<file path="config.mk">
export PLATFORM = sky130hd
export DESIGN_NAME = tfpc_top
export DESIGN_NICKNAME = d
export VERILOG_FILES = /design/src/logic/tfpc_pkg.sv /design/src/logic/tfpc_fs_if.sv /design/src/logic/tfpc_top.sv /design/src/logic/tfpc_debounce.sv
export VERILOG_INCLUDE_DIRS = /design/src /design/src/logic
export SDC_FILE = /design/constraint.sdc
export NUM_CORES = 1
export LEC_CHECK = 0
export BUFFER_PORTS_ARGS = -buffer_cell sky130_fd_sc_hd__buf_2
export CAP_MARGIN = 20
export CORE_MARGIN = 2
export CORE_UTILIZATION = 50
export CTS_BUF_LIST = sky130_fd_sc_hd__clkbuf_4 sky130_fd_sc_hd__clkbuf_8 sky130_fd_sc_hd__clkbuf_16
export CTS_CLUSTER_DIAMETER = 50
export DETAILED_ROUTE_END_ITERATION = 10
export GPL_ROUTABILITY_DRIVEN = 0
export GPL_TIMING_DRIVEN = 0
export MAX_ROUTING_LAYER = met4
export PLACE_DENSITY = 0.75
export SLEW_MARGIN = 20
export SYNTH_ARGS = -nofsm -noshare
export SYNTH_HDL_FRONTEND = slang
export SYNTH_HIERARCHICAL = 1
export SYNTH_SLANG_ARGS = --single-unit
</file>
<file path="constraint.sdc">
create_clock -name sys_clk -period 3 [get_ports sys_clk]
set_input_delay 0.15 -clock sys_clk [delete_from_list [all_inputs] [get_ports sys_clk]]
set_output_delay 0.15 -clock sys_clk [all_outputs]
set_load 0.01 [all_outputs]
</file>
<file path="src/logic/tfpc_regs.svh">
`ifndef TFPC_REGS_SVH
`define TFPC_REGS_SVH

// Clock period and timing figures
`define TFPC_CLK_NS 50
`define TFPC_DEB_MS 10
`define TFPC_FLASH_MS 250
`define TFPC_NS_PER_MS 1000000

// Lamp drive codes
`define TFPC_LAMP_OFF 2'h0
`define TFPC_LAMP_ON 2'h1
`define TFPC_LAMP_FLASH 2'h2

// Pitch offset in hundredths of a percent, two's complement
`define TFPC_PITCH_MIN 16'hFB4D
`define TFPC_PITCH_MAX 16'h04B4
`define TFPC_PITCH_ZERO 16'h0000
`define TFPC_PITCH_STEP 17'h00001
// Nominal rate, in hundredths of a percent of nominal speed
`define TFPC_RATE_NOMINAL 16'h2710

`endif

</file>
<file path="src/logic/tfpc_pkg.sv">
`default_nettype none
package tfpc_pkg;

	// Transport modes
	typedef enum logic [4:0] {
		TFPC_STOP,
		TFPC_PLAY,
		TFPC_PLAY_PAUSE,
		TFPC_CUE_REVIEW,
		TFPC_REC_PAUSE,
		TFPC_REHEARSE_LAMP_PAUSE,
		TFPC_PLAY_REC_WAIT,
		TFPC_PLAY_REHEARSE_LAMP_WAIT,
		TFPC_RECORD,
		TFPC_REHEARSE,
		TFPC_NEW_REC_PAUSE,
		TFPC_NEW_REC,
		TFPC_AP_REC_STANDBY,
		TFPC_AP_REHEARSE_LAMP_STANDBY,
		TFPC_AP_REC_LOCATE,
		TFPC_AP_REHEARSE_LAMP_LOCATE,
		TFPC_AP_REC_WAIT,
		TFPC_AP_REHEARSE_LAMP_WAIT
	} tfpc_mode_t;

endpackage
`default_nettype wire

</file>
<file path="src/logic/tfpc_fs_if.sv">
`timescale 1ns/1ps
`default_nettype none
// Footswitch path between the conditioner and the sequencer
interface tfpc_fs_if;
	logic raw;
	logic invert;
	logic press;
	modport cond (input raw, input invert, output press);
	modport seq (output raw, output invert, input press);
endinterface
`default_nettype wire

</file>
<file path="src/logic/tfpc_top.sv">
`timescale 1ns/1ps
`default_nettype none
`include "tfpc_regs.svh"
module tfpc_top
	import tfpc_pkg::*;
#(
	parameter int TRACKS = 8,
	parameter int DEB_CYCLES = `TFPC_DEB_MS * `TFPC_NS_PER_MS / `TFPC_CLK_NS,
	parameter int FLASH_CYCLES =
		`TFPC_FLASH_MS * `TFPC_NS_PER_MS / `TFPC_CLK_NS
)(
	input wire logic sys_clk, // 20 MHz system clock
	input wire logic rst_n, // Async reset, active low
	input wire logic fs_raw, // Footswitch contact
	input wire logic fs_invert, // Footswitch polarity invert
	input wire logic key_play, // Play key pulse
	input wire logic key_pause, // Pause key pulse
	input wire logic key_stop, // Stop key pulse
	input wire logic panel_set, // Other panel key selects a mode
	input wire tfpc_mode_t panel_mode, // Mode chosen by that key
	input wire logic [TRACKS-1:0] track_arm_button, // Track arm buttons
	input wire logic locate_done, // Pre-roll point reached
	input wire logic pitch_key, // Pitch key pulse
	input wire logic enter_key, // Enter key pulse
	input wire logic shuttle_left, // Shuttle left pulse
	input wire logic shuttle_right, // Shuttle right pulse
	input wire logic dial_up, // Dial step up
	input wire logic dial_down, // Dial step down
	input wire logic [15:0] nv_offset, // Stored offset at power-on
	output tfpc_mode_t mode, // Current transport mode
	output logic locate_req, // Locate pre-roll request
	output logic rehearse_lamp, // Rehearse lamp
	output logic record_lamp, // Record lamp
	output logic play_lamp, // Play lamp
	output logic pitch_active, // Pitch function open
	output logic variable_pitch_select, // Variable pitch chosen
	output logic fix_flash, // Nominal selection flashing
	output logic [15:0] display_offset, // Offset shown
	output logic [15:0] pitch_offset, // Offset to keep across power-off
	output logic [15:0] rate_request // Transport rate request
);
	localparam int FW = $clog2(FLASH_CYCLES + 1);

	// Lamp codes per mode: rehearse, record, play
	function automatic logic [5:0] lamp_of(input tfpc_mode_t m);
		unique case (m)
			TFPC_PLAY, TFPC_CUE_REVIEW:
				lamp_of = {`TFPC_LAMP_OFF, `TFPC_LAMP_OFF, `TFPC_LAMP_ON};
			TFPC_PLAY_PAUSE:
				lamp_of = {`TFPC_LAMP_OFF, `TFPC_LAMP_OFF, `TFPC_LAMP_FLASH};
			TFPC_REC_PAUSE, TFPC_NEW_REC_PAUSE, TFPC_AP_REC_STANDBY,
			TFPC_AP_REC_LOCATE:
				lamp_of = {`TFPC_LAMP_OFF, `TFPC_LAMP_FLASH, `TFPC_LAMP_OFF};
			TFPC_REHEARSE_LAMP_PAUSE, TFPC_AP_REHEARSE_LAMP_STANDBY, TFPC_AP_REHEARSE_LAMP_LOCATE:
				lamp_of = {`TFPC_LAMP_FLASH, `TFPC_LAMP_OFF, `TFPC_LAMP_OFF};
			TFPC_PLAY_REC_WAIT, TFPC_AP_REC_WAIT:
				lamp_of = {`TFPC_LAMP_OFF, `TFPC_LAMP_FLASH, `TFPC_LAMP_ON};
			TFPC_PLAY_REHEARSE_LAMP_WAIT, TFPC_AP_REHEARSE_LAMP_WAIT:
				lamp_of = {`TFPC_LAMP_FLASH, `TFPC_LAMP_OFF, `TFPC_LAMP_ON};
			TFPC_RECORD, TFPC_NEW_REC:
				lamp_of = {`TFPC_LAMP_OFF, `TFPC_LAMP_ON, `TFPC_LAMP_ON};
			TFPC_REHEARSE:
				lamp_of = {`TFPC_LAMP_ON, `TFPC_LAMP_OFF, `TFPC_LAMP_ON};
			default:
				lamp_of = {`TFPC_LAMP_OFF, `TFPC_LAMP_OFF, `TFPC_LAMP_OFF};
		endcase
	endfunction

	// Clamp a widened offset into the legal pitch range
	function automatic logic [15:0] clamp(input logic [16:0] v);
		if ($signed(v) < $signed(17'($signed(`TFPC_PITCH_MIN))))
			clamp = `TFPC_PITCH_MIN;
		else if ($signed(v) > $signed({1'b0, `TFPC_PITCH_MAX}))
			clamp = `TFPC_PITCH_MAX;
		else
			clamp = v[15:0];
	endfunction

	////////////////////////////////////////////////////////////////
	// Footswitch conditioning
	tfpc_fs_if fs ();
	assign fs.raw = fs_raw;
	assign fs.invert = fs_invert;

	tfpc_debounce #(
		.DEB_CYCLES(DEB_CYCLES)
	) u_deb (
		.sys_clk(sys_clk),
		.rst_n(rst_n),
		.fs(fs.cond)
	);

	////////////////////////////////////////////////////////////////
	// Transport sequencer
	tfpc_mode_t next_mode;
	tfpc_mode_t adv_mode;
	wire logic advance = fs.press || key_play;
	wire logic armed = |track_arm_button;

	// Successor of each mode on a play-equivalent press
	always_comb
	begin
		adv_mode = mode;
		unique case (mode)
			TFPC_STOP, TFPC_PLAY_PAUSE, TFPC_CUE_REVIEW,
			TFPC_RECORD, TFPC_REHEARSE:
				adv_mode = TFPC_PLAY;
			TFPC_PLAY:
				adv_mode = TFPC_PLAY_PAUSE;
			TFPC_REC_PAUSE:
				adv_mode = TFPC_PLAY_REC_WAIT;
			TFPC_REHEARSE_LAMP_PAUSE:
				adv_mode = TFPC_PLAY_REHEARSE_LAMP_WAIT;
			TFPC_PLAY_REC_WAIT:
				adv_mode = armed ? TFPC_RECORD : TFPC_PLAY_REC_WAIT;
			TFPC_PLAY_REHEARSE_LAMP_WAIT:
				adv_mode = TFPC_REHEARSE;
			TFPC_NEW_REC_PAUSE:
				adv_mode = TFPC_NEW_REC;
			TFPC_NEW_REC:
				adv_mode = TFPC_STOP;
			TFPC_AP_REC_STANDBY:
				adv_mode = TFPC_AP_REC_LOCATE;
			TFPC_AP_REHEARSE_LAMP_STANDBY:
				adv_mode = TFPC_AP_REHEARSE_LAMP_LOCATE;
			TFPC_AP_REC_LOCATE, TFPC_AP_REHEARSE_LAMP_LOCATE,
			TFPC_AP_REC_WAIT, TFPC_AP_REHEARSE_LAMP_WAIT:
				adv_mode = mode;
			default:
				adv_mode = TFPC_STOP;
		endcase
	end

	// Stop wins, then play-equivalent presses, pause, locate, other keys
	always_comb
	begin
		next_mode = mode;
		if (key_stop)
			next_mode = TFPC_STOP;
		else if (advance)
			next_mode = adv_mode;
		else if (key_pause && mode == TFPC_PLAY)
			next_mode = TFPC_PLAY_PAUSE;
		else if (locate_done && mode == TFPC_AP_REC_LOCATE)
			next_mode = TFPC_AP_REC_WAIT;
		else if (locate_done && mode == TFPC_AP_REHEARSE_LAMP_LOCATE)
			next_mode = TFPC_AP_REHEARSE_LAMP_WAIT;
		else if (panel_set)
			next_mode = panel_mode;
	end

	always_ff @(posedge sys_clk or negedge rst_n)
		if (!rst_n)
			mode <= TFPC_STOP;
		else
			mode <= next_mode;

	assign locate_req = mode == TFPC_AP_REC_LOCATE ||
		mode == TFPC_AP_REHEARSE_LAMP_LOCATE;

	////////////////////////////////////////////////////////////////
	// Lamp drive with a shared flash phase
	logic [FW-1:0] flash_cnt;
	logic flash_phase;
	wire logic [5:0] lamp_code = lamp_of(mode);
	wire logic flash_wrap = flash_cnt == FW'(FLASH_CYCLES - 1);

	function automatic logic lamp_level(input logic [1:0] c, input logic ph);
		lamp_level = c == `TFPC_LAMP_ON || (c == `TFPC_LAMP_FLASH && ph);
	endfunction

	always_ff @(posedge sys_clk or negedge rst_n)
		if (!rst_n)
		begin
			flash_cnt <= '0;
			flash_phase <= 1'b0;
			rehearse_lamp <= 1'b0;
			record_lamp <= 1'b0;
			play_lamp <= 1'b0;
		end
		else
		begin
			flash_cnt <= flash_wrap ? '0 : flash_cnt + FW'(1);
			flash_phase <= flash_phase ^ flash_wrap;
			rehearse_lamp <= lamp_level(lamp_code[5:4], flash_phase);
			record_lamp <= lamp_level(lamp_code[3:2], flash_phase);
			play_lamp <= lamp_level(lamp_code[1:0], flash_phase);
		end

	////////////////////////////////////////////////////////////////
	// Pitch selection and offset
	logic restored;
	logic [15:0] next_offset;
	wire logic tune = pitch_active && variable_pitch_select;

	// Restore the kept offset once after power-on, then dial it in range
	always_comb
	begin
		next_offset = pitch_offset;
		if (!restored)
			next_offset = clamp({nv_offset[15], nv_offset});
		else if (tune && dial_up && !dial_down)
			next_offset = clamp({pitch_offset[15], pitch_offset} +
				`TFPC_PITCH_STEP);
		else if (tune && dial_down && !dial_up)
			next_offset = clamp({pitch_offset[15], pitch_offset} -
				`TFPC_PITCH_STEP);
	end

	always_ff @(posedge sys_clk or negedge rst_n)
		if (!rst_n)
		begin
			restored <= 1'b0;
			pitch_offset <= `TFPC_PITCH_ZERO;
			pitch_active <= 1'b0;
			variable_pitch_select <= 1'b0;
		end
		else
		begin
			restored <= 1'b1;
			pitch_offset <= next_offset;
			if (pitch_key)
				pitch_active <= 1'b1;
			else if (enter_key)
				pitch_active <= 1'b0;
			if (pitch_active && shuttle_left)
				variable_pitch_select <= 1'b0;
			else if (pitch_active && shuttle_right)
				variable_pitch_select <= 1'b1;
		end

	// Display and rate follow the selection
	always_ff @(posedge sys_clk or negedge rst_n)
		if (!rst_n)
		begin
			fix_flash <= 1'b0;
			display_offset <= `TFPC_PITCH_ZERO;
			rate_request <= `TFPC_RATE_NOMINAL;
		end
		else
		begin
			fix_flash <= (pitch_active || pitch_key) &&
				!variable_pitch_select;
			display_offset <= variable_pitch_select ? pitch_offset :
				`TFPC_PITCH_ZERO;
			rate_request <= variable_pitch_select ?
				`TFPC_RATE_NOMINAL + pitch_offset :
				`TFPC_RATE_NOMINAL;
		end

	////////////////////////////////////////////////////////////////
	// Checks
	wire logic plain_adv = advance && !key_stop;

	chk_stop_to_play: assert property (@(posedge sys_clk) disable iff (!rst_n) fs.press && !key_stop && mode == TFPC_STOP |=> mode == TFPC_PLAY) else $error("footswitch did not start play");
	chk_play_pause_toggle: assert property (@(posedge sys_clk) disable iff (!rst_n) plain_adv && mode == TFPC_PLAY |=> mode == TFPC_PLAY_PAUSE) else $error("play did not pause");
	chk_pause_to_play: assert property (@(posedge sys_clk) disable iff (!rst_n) plain_adv && mode == TFPC_PLAY_PAUSE |=> mode == TFPC_PLAY) else $error("pause did not resume play");
	chk_wait_to_record: assert property (@(posedge sys_clk) disable iff (!rst_n) plain_adv && mode == TFPC_PLAY_REC_WAIT && armed |=> mode == TFPC_RECORD) else $error("armed wait did not record");
	chk_wait_unarmed_hold: assert property (@(posedge sys_clk) disable iff (!rst_n) plain_adv && mode == TFPC_PLAY_REC_WAIT && !armed |=> mode == TFPC_PLAY_REC_WAIT) else $error("record entered with no track armed");
	chk_new_rec_stop: assert property (@(posedge sys_clk) disable iff (!rst_n) plain_adv && mode == TFPC_NEW_REC ##1 !panel_set |=> !rehearse_lamp && !record_lamp && !play_lamp) else $error("new recording did not stop dark");
	chk_ap_locate_first: assert property (@(posedge sys_clk) disable iff (!rst_n) plain_adv && mode == TFPC_AP_REC_STANDBY |=> locate_req && mode != TFPC_AP_REC_WAIT) else $error("auto punch skipped the locate");
	chk_wait_lamps: assert property (@(posedge sys_clk) disable iff (!rst_n) mode == TFPC_PLAY_REC_WAIT && $stable(mode) |=> play_lamp && !rehearse_lamp) else $error("record wait lamps wrong");
	chk_pitch_range: assert property (@(posedge sys_clk) disable iff (!rst_n) restored |-> $signed(pitch_offset) >= $signed(`TFPC_PITCH_MIN) && $signed(pitch_offset) <= $signed(`TFPC_PITCH_MAX)) else $error("pitch offset out of range");
	chk_pitch_entry: assert property (@(posedge sys_clk) disable iff (!rst_n) pitch_key && !variable_pitch_select && !shuttle_right |=> fix_flash && display_offset == `TFPC_PITCH_ZERO) else $error("pitch entry not nominal");
	chk_shuttle_restore: assert property (@(posedge sys_clk) disable iff (!rst_n) restored && pitch_active && shuttle_right && !shuttle_left && !dial_up && !dial_down |=> variable_pitch_select && pitch_offset == $past(pitch_offset)) else $error("variable pitch altered offset");
	chk_rate_nominal: assert property (@(posedge sys_clk) disable iff (!rst_n) !variable_pitch_select |=> rate_request == `TFPC_RATE_NOMINAL) else $error("rate moved at nominal pitch");

	cov_punch_sequence: cover property (@(posedge sys_clk) disable iff (!rst_n) mode == TFPC_PLAY_REC_WAIT ##1 mode == TFPC_RECORD);
	cov_new_rec_stop: cover property (@(posedge sys_clk) disable iff (!rst_n) mode == TFPC_NEW_REC ##1 mode == TFPC_STOP);
	cov_locate_wait: cover property (@(posedge sys_clk) disable iff (!rst_n) locate_req ##1 mode == TFPC_AP_REHEARSE_LAMP_WAIT);
	cov_variable_rate: cover property (@(posedge sys_clk) disable iff (!rst_n) variable_pitch_select && rate_request != `TFPC_RATE_NOMINAL);

endmodule // tfpc_top
`default_nettype wire

</file>
<file path="src/logic/tfpc_debounce.sv">
`timescale 1ns/1ps
`default_nettype none
`include "tfpc_regs.svh"
module tfpc_debounce
	import tfpc_pkg::*;
#(
	parameter int DEB_CYCLES = `TFPC_DEB_MS * `TFPC_NS_PER_MS / `TFPC_CLK_NS
)(
	input wire logic sys_clk, // System clock
	input wire logic rst_n, // Async reset, active low
	tfpc_fs_if.cond fs // Footswitch path
);
	localparam int CW = $clog2(DEB_CYCLES + 1);

	logic sync1;
	logic sync2;
	logic stable;
	logic stable_q;
	logic [CW-1:0] cnt;
	wire logic active = sync2 ^ fs.invert; // Polarity option
	wire logic differs = active != stable;
	wire logic settled = cnt == CW'(DEB_CYCLES - 1);

	////////////////////////////////////////////////////////////////
	// Two-flop synchroniser
	always_ff @(posedge sys_clk or negedge rst_n)
		if (!rst_n)
		begin
			sync1 <= 1'b0;
			sync2 <= 1'b0;
		end
		else
		begin
			sync1 <= fs.raw;
			sync2 <= sync1;
		end

	// Accept a new level only after it has held for the full window
	always_ff @(posedge sys_clk or negedge rst_n)
		if (!rst_n)
		begin
			cnt <= '0;
			stable <= 1'b0;
			stable_q <= 1'b0;
		end
		else
		begin
			cnt <= (differs && !settled) ? cnt + CW'(1) : '0;
			if (differs && settled)
				stable <= active;
			stable_q <= stable;
		end

	// Act on the press edge only
	assign fs.press = stable && !stable_q;

	chk_press_single_pulse: assert property (@(posedge sys_clk) disable iff (!rst_n) fs.press |=> !fs.press) else $error("footswitch press longer than one cycle");
	chk_press_after_hold: assert property (@(posedge sys_clk) disable iff (!rst_n) fs.press |-> $past(stable) == 1'b0 && $past(differs)) else $error("press without a settled new level");

endmodule // tfpc_debounce
`default_nettype wire

</file>
==> results of run 1 <==
-- where the power goes --
group          internal (mW)  total [mW]  switching [mW]
Clock                  0.576        1.09           0.516
Sequential              1.48        1.57          0.0896
Combinational          0.521        1.33           0.810
-- through the flow --
stage	hold slack (ns)	setup slack, ns	utilization, %	power, mW	cell area, sq um
floorplan	-0.146	0.0904	-	2.33	6620
global placement	0.259	-0.464	56.2	2.70	7360
detailed placement	0.0220	-0.434	56.5	2.71	7390
CTS	0.0217	0.0163	60.3	3.89	7890
global route	0.0344	-0.0419	62.3	4.20	8160
finish	0.0327	0.0390	62.3	3.99	8160
-- worst reg2reg max path, delay by kind of cell, from the launching register on --
family	cells	cell delay, ns
AND/OR/NAND/NOR	3	1.02
AO/OA/AOI/OAI	4	0.72
buffers and inverters	3	0.50
flip-flops	1	0.45
XOR/XNOR	1	0.15
-- synth_stat cells, types with 5 or more instances --
master | count | area, sq um
dfrtp_1 | 97 | 2430
nor2_1 | 73 | 274
nand2_1 | 64 | 240
nand3_1 | 42 | 210
a21oi_1 | 39 | 195
xnor2_1 | 36 | 315
clkbuf_1 | 29 | 109
o21ai_0 | 29 | 145
and2_1 | 28 | 175
nor3_1 | 24 | 120
inv_1 | 22 | 82.6
xor2_1 | 21 | 184
nand4_1 | 14 | 87.6
nor4_1 | 14 | 87.6
ha_1 | 13 | 163
a211oi_1 | 11 | 82.6
nor2b_1 | 10 | 62.6
o211ai_1 | 10 | 75.1
or3_1 | 10 | 62.6
and3_1 | 9 | 56.3
buf_2 | 9 | 45.0
o21a_1 | 7 | 52.6
a31oi_1 | 6 | 37.5
nand2b_1 | 6 | 37.5
dfstp_2 | 5 | 131
o2111ai_1 | 5 | 43.8
o221ai_1 | 5 | 43.8
o41ai_1 | 5 | 43.8
or2_2 | 5 | 31.3
-- area by class of cell --
| class | count | area (sq um) |
|---|---|---|
| multi-input combinational | 586 | 3990 |
| fill | 1123 | 4930 |
| timing repair buffer | 132 | 771 |
| buffer | 46 | 245 |
| sequential | 102 | 2560 |
| tap | 176 | 220 |
| clock inverter | 6 | 45.0 |
| inverter | 22 | 88.8 |
| clock buffer | 10 | 233 |
-- final timing paths --
kind,depth (start not counted),slack (ns),end
setup / recovery,11,0.04,pitch_offset[4]$_DFFE_PN0P_
hold / removal,2,0.03,pitch_active$_DFFE_PN0P_
setup reg to reg,11,0.04,pitch_offset[4]$_DFFE_PN0P_
hold reg to reg,0,0.36,u_deb/sync2$_DFF_PN0_
max in group asynchronous,3,2.11,rate_request[13]$_DFF_PN1_
min in group asynchronous,2,0.22,u_deb/cnt[12]$_DFF_PN0_
-- timing repair --
item,CTS,global route
gates cloned,0,1
endpoints found under the setup margin,16,17
setup buffers,12,12
endpoints found under the hold margin,25,0
pin swaps,6,11
hold buffers,3,0
gates resized for setup,24,50
-- registers in the layout, summed over array words and instances (netlist names), 5 cells and up --
register,cells
display_offset,12
rate_request,16
mode,5
pitch_offset,16
flash_cnt,23
u_deb/cnt,18
-- kinds of logic after synthesis --
logic type               Yosys count  synth area share (%)
flip-flops                       102                  38.6
buffers and inverters             70                  4.59
other                              1                0.0566
XOR/XNOR                          59                  8.03
AND/OR/NAND/NOR                  333                  26.6
multiplexers                       5                 0.793
adder cells (fa/ha/maj)           13                  2.46
AO/OA/AOI/OAI                    175                  18.9
-- layer usage --
metal	share of wire, %	GRT usage, %	routed length, um
met5	0	-	0
met1	42	36.0	7750
met3	8.3	4.41	1520
met2	45	39.5	8270
met4	3.9	10.9	708
==> results.sh, run 1 <==
export IMPL_cts_clk_slew_worst_paths_ns=0.07
export IMPL_path_buf_inv=3
export IMPL_crit_path_top_delay_cell="dfrtp_2"
export IMPL_ant_nets=0
export IMPL_criticalPathCategory="flip-flop to flip-flop"
export IMPL_fmax_ghz=0.338
export IMPL_p_leak_nw=3.47
export IMPL_timing_final_crit_share_pct=98.7
export IMPL_post_route_min_period_ns=2.96
export IMPL_nets=956
export IMPL_cp_max_fo=10
export IMPL_num_vias=6522
export IMPL_ctsLongestPathBuffers=2
export IMPL_dpl_hpwl_mm=12.8
export IMPL_ys_warn_count=6
export IMPL_relSlewSlack_pct=49.9
export IMPL_numCtsBuffers=9
export IMPL_cp_start_kind="flip-flop"
export IMPL_arrival_ns=3.19
export IMPL_vias_per_cell=6.04
export IMPL_hp_class="input port to flip-flop"
export IMPL_layout_commonest_cell="buf_2"
export IMPL_gr_usage_all_layers_pct=26.5
export IMPL_num_rows=42
export IMPL_dieArea_sq_mm=0.0142
export IMPL_dpl_cell_count=1038
export IMPL_drc=0
export IMPL_final_max_slew_viol_count=0
export IMPL_grt_overflow=0
export IMPL_tns_ns=0
export IMPL_ys_seq_area_share_pct=38.6
export IMPL_ctsRootBufferMaster="clkbuf_16"
export IMPL_h_tree_depth=3
export IMPL_synth_cell_types=92
export IMPL_yosys_register_bits=102
export IMPL_wl_per_cell_um=16.9
export IMPL_die_x_um=119
export IMPL_crit_path_max_incr_delay_ns=0.45
export IMPL_first_iter_violations=882
export IMPL_hold_viol=0
export IMPL_hold_start="pitch_key"
export IMPL_rsz0062_at_grt="yes"
export IMPL_final_cells=1080
export IMPL_grt_max_degree=80
export IMPL_grt_pass1_vias=5919
export IMPL_drive_gt1_share_pct=26.3
export IMPL_syn_area_per_cell_sq_um=8.74
export IMPL_end_kind="flip-flop"
export IMPL_skew_ns=0.00876
export IMPL_final_cell_mix="109 x buf_2, 95 x dfrtp_1, 72 x nor2_1"
export IMPL_routed_wl_mm=18.2
export IMPL_ir_worst_vdd_v=0.000307
export IMPL_syn2layout_area_growth_pct=23.1
export IMPL_path_cells="buf_4 -> or2_1 -> buf_2 -> or4_4 -> xnor2_2 -> or2_2 -> o22ai_4 -> o21a_1 -> buf_6 -> a211oi_1 -> o41a_1"
export IMPL_synth_edf_count=0
export IMPL_power_density_mw_per_mm2=489
export IMPL_port_buffer_count=103
export IMPL_synthArstFlopShare_pct=100
export IMPL_antenna_found_initial=0
export IMPL_startpoint="pitch_offset[0]$_DFFE_PN0P_"
export IMPL_setup_viol=0
export IMPL_syn_num_nets=815
export IMPL_grt_pass1_wl_mm=29.6
export IMPL_status="complete, no violations"
export IMPL_ioPinCount=104
export IMPL_synthFlopType="dfrtp_1"
export IMPL_synthesis_instances=758
export IMPL_r2r_start="pitch_offset[0]$_DFFE_PN0P_"
export IMPL_worstSkewPairLatency_ns=0.35
export IMPL_cts_tree="built"
export IMPL_cts_sinks=102
export IMPL_first_pass_iters=6
export IMPL_core_area_sq_mm=0.0131
export IMPL_synthesis_area_sq_mm=0.00662
export IMPL_critical_path_top_delay_family="simple AND/OR/NAND/NOR gates"
export IMPL_diodes=0
export IMPL_cp_required_ns=3.23
export IMPL_chipHeight_um=119
export IMPL_initial_core_util_pct=50.6
export IMPL_tightest_slew_ns=0.750
export IMPL_drv_cap=0
(Power assumes the default switching activity.)
==> run 2: changes to the inputs <==
==> constraint.sdc (replaced) <==
create_clock -name sys_clk -period 3 [get_ports sys_clk]
set_input_delay 0.75 -clock sys_clk [delete_from_list [all_inputs] [get_ports sys_clk]]
set_output_delay 0.75 -clock sys_clk [all_outputs]
set_load 0.01 [all_outputs]
==> results.sh, run 2 (synthesis gave the netlist of run 1 again) <==
export IMPL_first_pass_iters=8
export IMPL_initial_core_util_pct=50.6
export IMPL_die_x_um=119
export IMPL_p_comb_share_pct=33.3
export IMPL_hp_class="input port to async pin"
export IMPL_fillers=1106
export IMPL_relSlewSlack_pct=48.9
export IMPL_path_buf_inv=2
export IMPL_numCtsBuffers=9
export IMPL_crit_path_max_incr_delay_ns=0.43
export IMPL_wl_per_cell_um=16.8
export IMPL_routed_wl_mm=18.2
export IMPL_gr_usage_all_layers_pct=26.4
export IMPL_crit_path_top_delay_cell="or3_1"
export IMPL_num_vias=6509
export IMPL_power_density_mw_per_mm2=490
export IMPL_pwr_share_seq_pct=39.3
export IMPL_p_leak_nw=3.48
export IMPL_antenna_found_initial=0
export IMPL_largest_register_ffs=23
export IMPL_drc=0
export IMPL_drive_gt1_share_pct=26.7
export IMPL_h_tree_depth=3
export IMPL_cts_sinks=102
export IMPL_num_rows=42
export IMPL_hold_viol=0
export IMPL_layout_commonest_cell="buf_2"
export IMPL_first_iter_violations=715
export IMPL_status="finished, violations left"
export IMPL_violations="negative setup slack"
export IMPL_regMostFlops="flash_cnt"
export IMPL_arrival_ns=3.21
export IMPL_nets=957
export IMPL_cp_start_kind="flip-flop"
export IMPL_criticalPathCategory="flip-flop to flip-flop"
export IMPL_end_kind="flip-flop"
export IMPL_p_sw_mw=1.41
export IMPL_dpl_hpwl_mm=12.8
export IMPL_cts_tree="built"
export IMPL_r2r_slack_ns=-0.004
export IMPL_drv_cap=0
export IMPL_port_buffer_count=103
export IMPL_timing_final_crit_share_pct=100
export IMPL_fmax_ghz=0.333
export IMPL_ir_worst_vdd_v=0.000308
export IMPL_ioPinCount=104
export IMPL_final_area_sq_mm=0.00816
export IMPL_setup_slack_ns=-0.00448
export IMPL_dieArea_sq_mm=0.0142
export IMPL_skew_ns=0.00900
export IMPL_grt_overflow=0
export IMPL_post_route_min_period_ns=3.00
export IMPL_cp_required_ns=3.21
export IMPL_setup_viol=1
export IMPL_ctsLongestPathBuffers=2
export IMPL_dpl_cell_count=1038
export IMPL_worstSkewPairLatency_ns=0.35
export IMPL_ctsRootBufferMaster="clkbuf_16"
export IMPL_vias_per_cell=6.02
export IMPL_regArea_sq_mm=0.00256
export IMPL_top_regs="flash_cnt: 23 flops, u_deb/cnt: 18 flops"
export IMPL_multi_input_area_sq_mm=0.00399
export IMPL_grt_pass1_vias=5911
export IMPL_cts_clk_slew_worst_paths_ns=0.07
export IMPL_grt_pass1_wl_mm=29.6
export IMPL_core_area_sq_mm=0.0131
export IMPL_syn2layout_area_growth_pct=23.2
export IMPL_final_cells=1082
export IMPL_final_max_slew_viol_count=0
export IMPL_p_sw_share_pct=35.4
export IMPL_internal_power_mw=2.58
export IMPL_clkPwrFrac_pct=27.3
export IMPL_grt_max_degree=80
export IMPL_final_cell_mix="108 x buf_2, 94 x dfrtp_1, 72 x nor2_1"
export IMPL_cp_max_fo=9
export IMPL_place_area_sq_mm=0.00739
export IMPL_chipHeight_um=119
export IMPL_critical_path_top_delay_family="simple AND/OR/NAND/NOR gates"
export IMPL_ant_nets=0
export IMPL_tightest_slew_ns=0.765
export IMPL_path_cells="clkbuf_4 -> nand4_1 -> buf_4 -> o41ai_1 -> o221ai_1 -> or3_1 -> o221ai_2 -> nand2_1 -> nor3_1 -> a311oi_2"
-- run 2: cell count changes in the layout (fill, tap and decap cells not counted), sizes merged --
cell | before | now
diode | 0 | 1
dlygate4sd3 | 3 | 0
buf | 148 | 152
-- run 2: repair_timing --
action | CTS | global route
hold buffers | 0 | 0
cloned | 0 | 1
endpoints found under the setup margin | 16 | 17
pin swaps | 6 | 11
gates resized for setup | 24 | 50
setup buffers | 12 | 17
-- run 2: worst reg2reg max path: cells and delay by family (launching register included) --
family / cells / cell delay (ns)
AO/OA/AOI/OAI: 4 / 0.98
buffers and inverters: 2 / 0.41
flip-flops: 1 / 0.37
AND/OR/NAND/NOR: 4 / 1.11
-- run 2: through the flow --
| step | util, % | total power [mW] | worst slack (ns) | TNS, ns | hold slack [ns] |
|---|---|---|---|---|---|
| 6_report | 62.4 | 4.00 | -0.00448 | -0.00448 | 0.253 |
| 5_1_grt | 62.3 | 4.21 | -0.0543 | -0.184 | 0.257 |
| 4_1_cts | 60.0 | 3.88 | 0.0163 | 0 | 0.249 |
| 3_5_place_dp | 56.5 | 2.71 | -0.434 | -5.30 | 0.343 |
| 3_3_place_gp | 56.2 | 2.70 | -0.464 | -5.48 | 0.346 |
| 2_1_floorplan | - | 2.33 | 0.0904 | 0 | 0.331 |
-- run 2: per-layer routing --
layer / up-vias / routed length [um] / track usage, %
met5: - / 0 / -
met4: 0 / 812 / 10.9
met3: 88 / 1420 / 4.50
met2: 326 / 8260 / 39.3
met1: 3057 / 7730 / 36.0
li1: 3038 / - / -
-- run 2: area by class of cell --
type	instances	area share [%]
Multi-Input combinational cell	586	48.8
Clock inverter	6	0.552
Sequential cell	102	31.4
Clock buffer	10	2.85
Tap cell	176	2.70
Timing Repair Buffer	134	9.54
Buffer	45	2.99
Inverter	22	1.09
Antenna cell	1	0.0307
-- run 2: worst paths after layout --
kind / start / end / cells after the start
min: rst_n / u_deb/cnt[12]$_DFF_PN0_ / 1
min in group sys_clk: u_deb/sync1$_DFF_PN0_ / u_deb/sync2$_DFF_PN0_ / 0
min reg2reg: u_deb/sync1$_DFF_PN0_ / u_deb/sync2$_DFF_PN0_ / 0
max: pitch_offset[8]$_DFFE_PN0P_ / pitch_offset[2]$_DFFE_PN0P_ / 10
max in group asynchronous: rst_n / rate_request[13]$_DFF_PN1_ / 2
max reg2reg: pitch_offset[8]$_DFFE_PN0P_ / pitch_offset[2]$_DFFE_PN0P_ / 10
-- run 2: power by group through the flow --
stage          combinational, mW  clock, mW  sequential (mW)
2_1_floorplan              0.709          0             1.62
3_3_place_gp                1.11          0             1.59
3_5_place_dp                1.12          0             1.59
4_1_cts                     1.19       1.12             1.56
5_1_grt                     1.44       1.18             1.58
6_report                    1.33       1.09             1.57
